$ cat config.mk
export PLATFORM = sky130hd
export DESIGN_NAME = drive_aux_supervisor
export DESIGN_NICKNAME = d
export VERILOG_FILES = /design/src/verilog/das_unused_placeholder_none.sv /design/src/inc/das_pkg.sv /design/src/inc/das_tmr_if.sv /design/src/verilog/das_tick_timer.sv /design/src/verilog/drive_aux_supervisor.sv
export SDC_FILE = /design/constraint.sdc
export NUM_CORES = 1
export LEC_CHECK = 0
export BUFFER_PORTS_ARGS = -buffer_cell sky130_fd_sc_hd__buf_4
export CORE_ASPECT_RATIO = 0.8
export CORE_MARGIN = 2
export CORE_UTILIZATION = 65
export DETAILED_ROUTE_END_ITERATION = 8
export GPL_ROUTABILITY_DRIVEN = 0
export PLACE_DENSITY = 0.88
export RECOVER_POWER = 25
export SLEW_MARGIN = 20
export SYNTH_ARGS = -nofsm -noshare
export SYNTH_HDL_FRONTEND = slang
export SYNTH_SLANG_ARGS = --single-unit
$ cat constraint.sdc
create_clock -name clk -period 7.6 [get_ports clk]
set_clock_uncertainty 0.1 [all_clocks]
set_input_delay 2.28 -clock clk [delete_from_list [all_inputs] [get_ports clk]]
set_output_delay 2.28 -clock clk [all_outputs]
set_load 0.005 [all_outputs]
$ cat src/verilog/das_unused_placeholder_none.sv
// intentionally minimal: no further modules
`timescale 1ns/100ps
`default_nettype none
`default_nettype wire

$ cat src/inc/das_pkg.sv
// constants and types shared by the drive auxiliary supervisor
package das_pkg;
   // register offsets (byte addresses)
   localparam logic [7:0] OFS_FAN_MODE   = 8'h00;
   localparam logic [7:0] OFS_FAN_DELAY  = 8'h04;
   localparam logic [7:0] OFS_DROOP      = 8'h08;
   localparam logic [7:0] OFS_ZERO_THR   = 8'h0C;
   localparam logic [7:0] OFS_BELOW_ACT  = 8'h10;
   localparam logic [7:0] OFS_RS_ENABLE  = 8'h14;
   localparam logic [7:0] OFS_RS_WAIT    = 8'h18;
   localparam logic [7:0] OFS_STATUS     = 8'h1C;
   // reset values and upper limits of the settings
   localparam logic [1:0]  RST_FAN_MODE  = 2'h0;
   localparam logic [1:0]  MAX_FAN_MODE  = 2'h2;
   localparam logic [12:0] RST_FAN_DELAY = 13'h012C;   // 30.0 s in 0.1 s
   localparam logic [12:0] MAX_FAN_DELAY = 13'h1770;   // 600.0 s
   localparam logic [9:0]  RST_DROOP     = 10'h000;    // 0.00 Hz in 0.01 Hz
   localparam logic [9:0]  MAX_DROOP     = 10'h3E8;    // 10.00 Hz
   localparam logic [15:0] RST_ZERO_THR  = 16'h0064;   // 1.00 Hz
   localparam logic [1:0]  RST_BELOW_ACT = 2'h0;
   localparam logic        RST_RS_ENABLE = 1'b0;
   localparam logic [9:0]  RST_RS_WAIT   = 10'h0C8;    // 2.00 s in 0.01 s
   localparam logic [9:0]  MAX_RS_WAIT   = 10'h3E8;    // 10.00 s
   // below-threshold actions
   localparam logic [1:0]  ACT_FOLLOW    = 2'h0;
   localparam logic [1:0]  ACT_STOP      = 2'h1;
   localparam logic [1:0]  ACT_THRESHOLD = 2'h2;
   localparam logic [1:0]  ACT_ZERO      = 2'h3;
   // fan modes
   localparam logic [1:0]  FAN_AUTO      = 2'h0;
   localparam logic [1:0]  FAN_IMMED     = 2'h1;
   localparam logic [1:0]  FAN_ALWAYS    = 2'h2;
   // timing: one base tick of 10 ms
   localparam int          CLK_MHZ       = 200;
   localparam int          TICK_TIME_US  = 10000;
   localparam int          TICK_CYCLES   = TICK_TIME_US * CLK_MHZ;
   localparam logic [15:0] FAN_TICKS_PER_UNIT = 16'h000A;  // 0.1 s = 10 ticks
   localparam int          PRE_W         = 24;
   localparam int          LOAD_SHIFT    = 8;

   typedef enum logic [1:0] {RS_IDLE, RS_LOST, RS_WAIT} das_rs_e;

   typedef struct packed {
      logic [1:0]       fanMode;
      logic [12:0]      fanDelay;
      logic [9:0]       droop;
      logic [15:0]      zeroThr;
      logic [1:0]       belowAct;
      logic             rsEn;
      logic [9:0]       rsWait;
      logic [31:0]      rdata;
      logic [PRE_W-1:0] preCnt;
      logic             tick;
      logic             fanHold;
      logic             fanOn;
      logic             outEn;
      logic [15:0]      outFreq;
      das_rs_e          rsState;
      logic             restartReq;
      logic             speedTrack;
   } das_state_s;

   typedef struct packed {
      logic [15:0] count;
   } das_tmr_s;
endpackage : das_pkg

$ cat src/inc/das_tmr_if.sv
// timer control signals between the supervisor and its tick timers
`timescale 1ns/100ps
`default_nettype none
interface das_tmr_if;
   logic        clear;
   logic        tick;
   logic [15:0] limit;
   logic        done;
   modport ctrl (output clear, output tick, output limit, input done);
   modport tmr  (input clear, input tick, input limit, output done);
endinterface : das_tmr_if
`default_nettype wire

$ cat src/verilog/das_tick_timer.sv
// tick counter that reports when a programmed number of ticks has elapsed
`timescale 1ns/100ps
`default_nettype none
module das_tick_timer (
   // clock and reset
   input  wire logic  clk,
   input  wire logic  rstn,
   // control
   das_tmr_if.tmr     tmr
);
   das_pkg::das_tmr_s state_reg;
   das_pkg::das_tmr_s state_next;

   always_comb begin
      state_next = state_reg;
      if (tmr.clear) begin
         state_next.count = 16'h0000;
      end else if (tmr.tick && (state_reg.count < tmr.limit)) begin
         state_next.count = state_reg.count + 16'h0001;
      end
   end

   always_ff @(posedge clk or negedge rstn) begin
      if (!rstn) begin
         state_reg <= '0;
      end else begin
         state_reg <= state_next;
      end
   end

   // a zero limit is done at once, so a zero delay acts on the next edge
   assign tmr.done = (state_reg.count >= tmr.limit);
endmodule : das_tick_timer
`default_nettype wire

$ cat src/verilog/drive_aux_supervisor.sv
// drive auxiliary supervisor: fan sequencing, droop, zero frequency, power-fail restart
//
// Contract
// - fan mode setting holds 0 to 2, resets to 0.
// - fan off-delay setting 0.0 to 600.0 s, default 30.0 s.
// - over-temperature keeps the fan running in every fan mode.
// - mode 0: fan runs with drive, stops after off-delay once stopped.
// - mode 2: fan runs continuously from power-on.
// - droop 0.00 to 10.00 Hz, default 0; lowers frequency under heavy load.
// - zero threshold 0.00 to upper limit, default 1.00 Hz.
// - below threshold: follow, stay stopped, run at threshold, or run at zero.
// - power-fail restart enable 0 or 1, default 0.
// - two-wire, run terminal held at power return: wait, restart with tracking.
// - restart wait setting 0.00 to 10.00 s, default 2.00 s.
`timescale 1ns/100ps
`default_nettype none
module drive_aux_supervisor #(
   parameter int TICK_CYCLES = das_pkg::TICK_CYCLES
) (
   // clock and reset
   input  wire logic        clk,
   input  wire logic        resetn,
   // register port
   input  wire logic [7:0]  regAddr,
   input  wire logic [31:0] regWdata,
   input  wire logic        regWr,
   input  wire logic        regRd,
   output logic      [31:0] regRdata,
   // drive state
   input  wire logic        driveRunning,
   input  wire logic        overTemp,
   input  wire logic        twoWireMode,
   input  wire logic        runTerminal,
   input  wire logic        powerOk,
   input  wire logic [15:0] setFreq,
   input  wire logic [15:0] upperLimit,
   input  wire logic [7:0]  loadLevel,
   // outputs to the drive
   output logic             fanOn,
   output logic             outEnable,
   output logic      [15:0] outFreq,
   output logic             restartReq,
   output logic             speedTrack
);
   localparam logic [das_pkg::PRE_W-1:0] TICK_LAST = das_pkg::PRE_W'(TICK_CYCLES - 1);

   logic                rstSync1;
   logic                rstSync2;
   das_pkg::das_state_s state_reg;
   das_pkg::das_state_s state_next;
   logic [17:0]         dropWide;
   logic [15:0]         dropAmt;
   logic [15:0]         baseFreq;
   logic                baseEn;

   das_tmr_if fanTmr ();
   das_tmr_if rsTmr ();

   // reset is released through two flops so every state flop leaves reset together
   always_ff @(posedge clk or negedge resetn) begin
      if (!resetn) begin
         rstSync1 <= 1'b0;
         rstSync2 <= 1'b0;
      end else begin
         rstSync1 <= 1'b1;
         rstSync2 <= rstSync1;
      end
   end

   das_tick_timer u_fan_timer (
      .clk  (clk),
      .rstn (rstSync2),
      .tmr  (fanTmr.tmr)
   );

   das_tick_timer u_rs_timer (
      .clk  (clk),
      .rstn (rstSync2),
      .tmr  (rsTmr.tmr)
   );

   // off-delay counts only while stopped and cool with the fan still held on
   assign fanTmr.tick  = state_reg.tick;
   assign fanTmr.clear = driveRunning || overTemp || !state_reg.fanHold;
   assign fanTmr.limit = 16'(state_reg.fanDelay) * das_pkg::FAN_TICKS_PER_UNIT;
   assign rsTmr.tick   = state_reg.tick;
   assign rsTmr.clear  = (state_reg.rsState != das_pkg::RS_WAIT);
   assign rsTmr.limit  = 16'(state_reg.rsWait);

   // droop scales with load; full scale load 0xFF gives 255/256 of the droop amount
   assign dropWide = 18'(state_reg.droop) * 18'(loadLevel);
   assign dropAmt  = 16'(dropWide >> das_pkg::LOAD_SHIFT);

   always_comb begin
      baseFreq = setFreq;
      baseEn   = 1'b1;
      if (setFreq < state_reg.zeroThr) begin
         case (state_reg.belowAct)
            das_pkg::ACT_STOP: begin
               baseFreq = 16'h0000;
               baseEn   = 1'b0;
            end
            das_pkg::ACT_THRESHOLD: begin
               baseFreq = state_reg.zeroThr;
            end
            das_pkg::ACT_ZERO: begin
               baseFreq = 16'h0000;
            end
            default: begin
               baseFreq = setFreq;
            end
         endcase
      end
   end

   always_comb begin
      state_next            = state_reg;
      state_next.restartReq = 1'b0;
      state_next.speedTrack = 1'b0;
      state_next.rdata      = 32'h0000_0000;
      // base tick prescaler
      if (state_reg.preCnt >= TICK_LAST) begin
         state_next.preCnt = '0;
         state_next.tick   = 1'b1;
      end else begin
         state_next.preCnt = state_reg.preCnt + 1'b1;
         state_next.tick   = 1'b0;
      end
      // register writes; out-of-range values are ignored, but below-action and restart enable just take their low bits
      if (regWr) begin
         if (regAddr == das_pkg::OFS_FAN_MODE) begin
            if (regWdata[1:0] <= das_pkg::MAX_FAN_MODE && regWdata[31:2] == '0) begin
               state_next.fanMode = regWdata[1:0];
            end
         end else if (regAddr == das_pkg::OFS_FAN_DELAY) begin
            if (regWdata <= 32'(das_pkg::MAX_FAN_DELAY)) begin
               state_next.fanDelay = regWdata[12:0];
            end
         end else if (regAddr == das_pkg::OFS_DROOP) begin
            if (regWdata <= 32'(das_pkg::MAX_DROOP)) begin
               state_next.droop = regWdata[9:0];
            end
         end else if (regAddr == das_pkg::OFS_ZERO_THR) begin
            if (regWdata <= 32'(upperLimit)) begin
               state_next.zeroThr = regWdata[15:0];
            end
         end else if (regAddr == das_pkg::OFS_BELOW_ACT) begin
            state_next.belowAct = regWdata[1:0];
         end else if (regAddr == das_pkg::OFS_RS_ENABLE) begin
            state_next.rsEn = regWdata[0];
         end else if (regAddr == das_pkg::OFS_RS_WAIT) begin
            if (regWdata <= 32'(das_pkg::MAX_RS_WAIT)) begin
               state_next.rsWait = regWdata[9:0];
            end
         end
      end
      // register reads, answered in the next cycle; unmapped reads return zero
      if (regRd) begin
         if (regAddr == das_pkg::OFS_FAN_MODE) begin
            state_next.rdata = 32'(state_reg.fanMode);
         end else if (regAddr == das_pkg::OFS_FAN_DELAY) begin
            state_next.rdata = 32'(state_reg.fanDelay);
         end else if (regAddr == das_pkg::OFS_DROOP) begin
            state_next.rdata = 32'(state_reg.droop);
         end else if (regAddr == das_pkg::OFS_ZERO_THR) begin
            state_next.rdata = 32'(state_reg.zeroThr);
         end else if (regAddr == das_pkg::OFS_BELOW_ACT) begin
            state_next.rdata = 32'(state_reg.belowAct);
         end else if (regAddr == das_pkg::OFS_RS_ENABLE) begin
            state_next.rdata = 32'(state_reg.rsEn);
         end else if (regAddr == das_pkg::OFS_RS_WAIT) begin
            state_next.rdata = 32'(state_reg.rsWait);
         end else if (regAddr == das_pkg::OFS_STATUS) begin
            state_next.rdata = {27'h000_0000, state_reg.rsState, state_reg.outEn,
                                state_reg.fanHold, state_reg.fanOn};
         end
      end
      // fan sequencing
      if (driveRunning) begin
         state_next.fanHold = 1'b1;
      end else if (state_reg.fanMode != das_pkg::FAN_AUTO || fanTmr.done) begin
         state_next.fanHold = 1'b0;
      end
      if (overTemp) begin
         state_next.fanOn = 1'b1;
      end else if (state_reg.fanMode == das_pkg::FAN_ALWAYS) begin
         state_next.fanOn = 1'b1;
      end else if (driveRunning) begin
         state_next.fanOn = 1'b1;
      end else if (state_reg.fanMode == das_pkg::FAN_AUTO) begin
         state_next.fanOn = state_reg.fanHold && !fanTmr.done;
      end else begin
         state_next.fanOn = 1'b0;
      end
      // frequency path: threshold action, then droop, floored at zero
      state_next.outEn = baseEn;
      if (!baseEn || dropAmt >= baseFreq) begin
         state_next.outFreq = 16'h0000;
      end else begin
         state_next.outFreq = baseFreq - dropAmt;
      end
      // power-fail restart
      case (state_reg.rsState)
         das_pkg::RS_IDLE: begin
            if (state_reg.rsEn && twoWireMode && driveRunning && !powerOk) begin
               state_next.rsState = das_pkg::RS_LOST;
            end
         end
         das_pkg::RS_LOST: begin
            if (!state_reg.rsEn) begin
               state_next.rsState = das_pkg::RS_IDLE;
            end else if (powerOk) begin
               state_next.rsState = runTerminal ? das_pkg::RS_WAIT : das_pkg::RS_IDLE;
            end
         end
         das_pkg::RS_WAIT: begin
            // a released run terminal or a lost enable cancels the pending restart
            if (!state_reg.rsEn || !runTerminal || !twoWireMode) begin
               state_next.rsState = das_pkg::RS_IDLE;
            end else if (!powerOk) begin
               state_next.rsState = das_pkg::RS_LOST;
            end else if (rsTmr.done) begin
               state_next.rsState    = das_pkg::RS_IDLE;
               state_next.restartReq = 1'b1;
               state_next.speedTrack = 1'b1;
            end
         end
         default: begin
            state_next.rsState = das_pkg::RS_IDLE;
         end
      endcase
   end

   always_ff @(posedge clk or negedge rstSync2) begin
      if (!rstSync2) begin
         state_reg          <= '0;
         state_reg.fanMode  <= das_pkg::RST_FAN_MODE;
         state_reg.fanDelay <= das_pkg::RST_FAN_DELAY;
         state_reg.droop    <= das_pkg::RST_DROOP;
         state_reg.zeroThr  <= das_pkg::RST_ZERO_THR;
         state_reg.belowAct <= das_pkg::RST_BELOW_ACT;
         state_reg.rsEn     <= das_pkg::RST_RS_ENABLE;
         state_reg.rsWait   <= das_pkg::RST_RS_WAIT;
         state_reg.rsState  <= das_pkg::RS_IDLE;
      end else begin
         state_reg <= state_next;
      end
   end

   assign regRdata   = state_reg.rdata;
   assign fanOn      = state_reg.fanOn;
   assign outEnable  = state_reg.outEn;
   assign outFreq    = state_reg.outFreq;
   assign restartReq = state_reg.restartReq;
   assign speedTrack = state_reg.speedTrack;
endmodule : drive_aux_supervisor
`default_nettype wire
==> impl_metrics.env <==
export IMPL_status="finished with violations"
export IMPL_violations="max-capacitance violations, max-slew violations, negative setup slack"
export IMPL_fin_hold_ws_ns=0.1152
export IMPL_crit_type="primary input to flop"
export IMPL_max_slew_margin=-1.423
export IMPL_arrival_ns=7.94
export IMPL_area_growth_pct=16.87
export IMPL_drtPass1Iterations=8
export IMPL_setup_viol=15
export IMPL_insertedDiodeCount=0
export IMPL_crit_path_max_incr_delay_ns=0.56
export IMPL_design_area_mm2=0.01415
export IMPL_syn_area_per_cell_um2=9.499
export IMPL_switching_share=0.2802
export IMPL_syn_inst=1275
export IMPL_rsz0062_at_grt="true"
export IMPL_clockBufferDepth=2
export IMPL_grt_start_max_net_pins=71
export IMPL_viasPerCell=6.136
export IMPL_drive_above_1_share=0.2308
export IMPL_yosys_most_used_dff="dfrtp_1"
export IMPL_max_freq_mhz=129.9
export IMPL_cts_htree_levels=4
export IMPL_dp_hpwl_um=22660
export IMPL_ff2ff_path_depth=24
export IMPL_initial_core_util=0.6647
export IMPL_startpoint_type="primary input"
export IMPL_die_w_um=156.6
export IMPL_final_common_cell="buf_4"
export IMPL_post_place_ws_ns=-0.4542
export IMPL_finalMaxSlewViolations=141
export IMPL_wirelength_um=31770
export IMPL_root_buffer="clkbuf_16"
export IMPL_p_int_mw=1.423
export IMPL_top_layer_used="met4"
export IMPL_path_buf_inv=6
export IMPL_max_slew_worst_pin_slew_ns=3.635
export IMPL_p_per_area_mw_per_mm2=139.6
export IMPL_antenna_found_initial=0
export IMPL_drt_met1_wl_um=13060
export IMPL_cap_violations=2
export IMPL_wl_met3_um=2399
export IMPL_fp_dieH_um=126.1
export IMPL_combPwrFrac=0.132
export IMPL_vias=10270
export IMPL_clk_pin_slew_ns=0.07
export IMPL_grt_pass1_wl_um=50850
export IMPL_hold_path_class="flop to asynchronous set/reset pin"
export IMPL_finalHoldViolCount=0
export IMPL_largest_register_ffs=71
export IMPL_place_inst=1636
export IMPL_grt_usage=0.3251
export IMPL_portBuffers=124
export IMPL_met2_length_um=15190
export IMPL_clk_latency_ns=0.44
export IMPL_grt_overflow=0
export IMPL_fin_ws_ns=-0.1004
export IMPL_crit_family="adder cells"
export IMPL_synth_area_mm2=0.01211
export IMPL_post_drt_wl_per_cell_um=18.98
export IMPL_worstPathMaxFanout=10
export IMPL_num_rows=44
export IMPL_crit_slowest_cell="fa_1"
export IMPL_fin_crit_ns=7.700
export IMPL_critPathCaptureType="flop"
export IMPL_cts_sinks=151
export IMPL_pwr_share_seq=0.420
export IMPL_ys_ff_latch=151
export IMPL_hold_buffers=0
export IMPL_netSwitchingPower_mw=0.5537
export IMPL_layout_nets=1672
export IMPL_cts_tree="done"
export IMPL_design_portCount=141
export IMPL_crit_required_ns=7.84
export IMPL_drtIter0Drc=802
export IMPL_ys_async_sr_fraction=1.000
export IMPL_mostFrequentLayoutCells="166 x buf_4, 141 x dfrtp_1, 121 x inv_1"
export IMPL_cp_num_cells=25
export IMPL_yosys_warnings=0
export IMPL_tns_ns=-1.056
export IMPL_synth_edf_count=0
export IMPL_instances_no_fill=1674
export IMPL_synthDistinctLibCells=74
export IMPL_timing_final_crit_share=1.013
export IMPL_dpl_cell_area_mm2=0.01334
export IMPL_dieArea_mm2=0.01975
export IMPL_core_region_area_mm2=0.01822
export IMPL_drtAntennaViolNets=0
export IMPL_p_leak_nw=6.918
export IMPL_cts_buffers_inserted=17
export IMPL_route_detailed_drc=0
export IMPL_grt_pass1_vias=10240
export IMPL_p_clk_frac=0.448
export IMPL_synth_seq_area_share=0.3130
export IMPL_ir_drop_mv=0.1815
## area by class of cell
cell class              instances  area [µm²]
repair buffers                173        1341
inverters                     123       461.7
well taps                     253       316.6
fillers                      1180        4068
flip-flops and latches        151        3791
clock buffers                  17       425.4
multi-input cells             942        7620
clock inverters                15       198.9
## stage by stage
| stage | util | total power [mW] |
|---|---|---|
| after global placement | 0.7318 | 1.076 |
| after CTS | 0.7662 | 1.962 |
| after floorplan | - | 0.9865 |
| after global routing | 0.7768 | 2.040 |
| final | 0.7768 | 1.977 |
| after detailed placement | 0.7318 | 1.084 |
## power by group through the flow
stage / sequential, mW / clock [mW] / combinational (mW)
after floorplan: 0.853 / 0 / 0.133
after global placement: 0.845 / 0 / 0.230
after detailed placement: 0.846 / 0 / 0.238
after CTS: 0.831 / 0.889 / 0.243
after global routing: 0.832 / 0.924 / 0.284
final: 0.831 / 0.885 / 0.261
## worst register-to-register path: stages (launching register included)
cell	delay [ns]
dfrtp_1	0.63
and2_4	0.23
fa_1	0.43
fa_1	0.52
fa_1	0.54
inv_2	0.04
fa_1	0.49
inv_1	0.05
ha_2	0.17
or3_4	0.38
a311oi_4	0.27
nor2_2	0.10
a21oi_2	0.17
o21ba_2	0.15
xor2_1	0.16
ha_1	0.28
or2_4	0.25
a21oi_2	0.13
a31oi_1	0.07
a221o_1	0.34
buf_4	0.14
buf_4	0.15
a2111oi_4	0.23
xor2_1	0.18
nor2_1	0.07
## cell usage after synthesis (3+ instances only)
master | n | area share
a211o_1 | 3 | 0.0022
a21o_1 | 9 | 0.0056
a21oi_1 | 52 | 0.021
a22o_1 | 10 | 0.0072
a22oi_1 | 13 | 0.0081
a31oi_1 | 5 | 0.0026
and2_1 | 80 | 0.041
and3_1 | 14 | 0.0072
and4_1 | 3 | 0.0022
buf_1 | 3 | 0.00093
buf_2 | 3 | 0.0012
buf_4 | 51 | 0.032
clkbuf_1 | 18 | 0.0056
dfrtp_1 | 141 | 0.29
dfstp_2 | 10 | 0.022
fa_1 | 49 | 0.081
ha_1 | 126 | 0.13
inv_1 | 123 | 0.038
mux2_2 | 50 | 0.046
mux2i_1 | 7 | 0.0058
nand2_1 | 82 | 0.025
nand2b_1 | 8 | 0.0041
nand3_1 | 28 | 0.012
nand3b_1 | 3 | 0.0019
nand4_1 | 22 | 0.011
nor2_1 | 91 | 0.028
nor2b_1 | 18 | 0.0093
nor3_1 | 18 | 0.0074
nor4_1 | 9 | 0.0046
o2111ai_1 | 10 | 0.0072
o211ai_1 | 10 | 0.0062
o21a_1 | 15 | 0.0093
o21ai_0 | 45 | 0.019
o22a_1 | 3 | 0.0022
o31ai_1 | 9 | 0.0056
o41ai_1 | 3 | 0.0022
or2_2 | 9 | 0.0046
or3_1 | 13 | 0.0067
or4_1 | 14 | 0.0087
xnor2_1 | 21 | 0.015
xor2_1 | 29 | 0.021
## worst paths after layout
path / start / endpoint / slack [ns]
min reg2reg: rstSync2 / state_reg[44] / 0.12
max: loadLevel[2] / outFreq[14] / -0.10
max in group asynchronous: rstSync2 / outFreq[2] / 3.46
min: rstSync2 / state_reg[44] / 0.12
max reg2reg: state_reg[112] / outFreq[14] / 1.24
min in group clk: rstSync1 / rstSync2 / 0.26
## routing by layer
| metal | track usage | up-vias |
|---|---|---|
| met5 | 0 | - |
| met4 | 0.1279 | 0 |
| met3 | 0.04405 | 106 |
| met2 | 0.5333 | 513 |
| met1 | 0.4403 | 5008 |
| li1 | - | 4645 |
## cells by family (layout without fill, tap and decap cells)
family | Yosys count | after routing | synth area share
flops | 151 | 151 | 0.3130
mux | 57 | 57 | 0.05227
buf+inv | 200 | 328 | 0.07934
other cells | 2 | 20 | 0.0006201
simple gates | 425 | 425 | 0.1848
xor+xnor | 50 | 50 | 0.03616
fa+ha+maj | 175 | 175 | 0.2112
compound gates | 215 | 215 | 0.1226
## repair_timing
| action | in CTS | in global routing |
|---|---|---|
| setup buffers | 0 | 5 |
| pin swaps | 1 | 26 |
| gates cloned | 0 | 1 |
| resized for setup | 1 | 37 |
| endpoints found under the setup margin | 1 | 16 |
No activity file was read; power rests on OpenSTA's default activity.
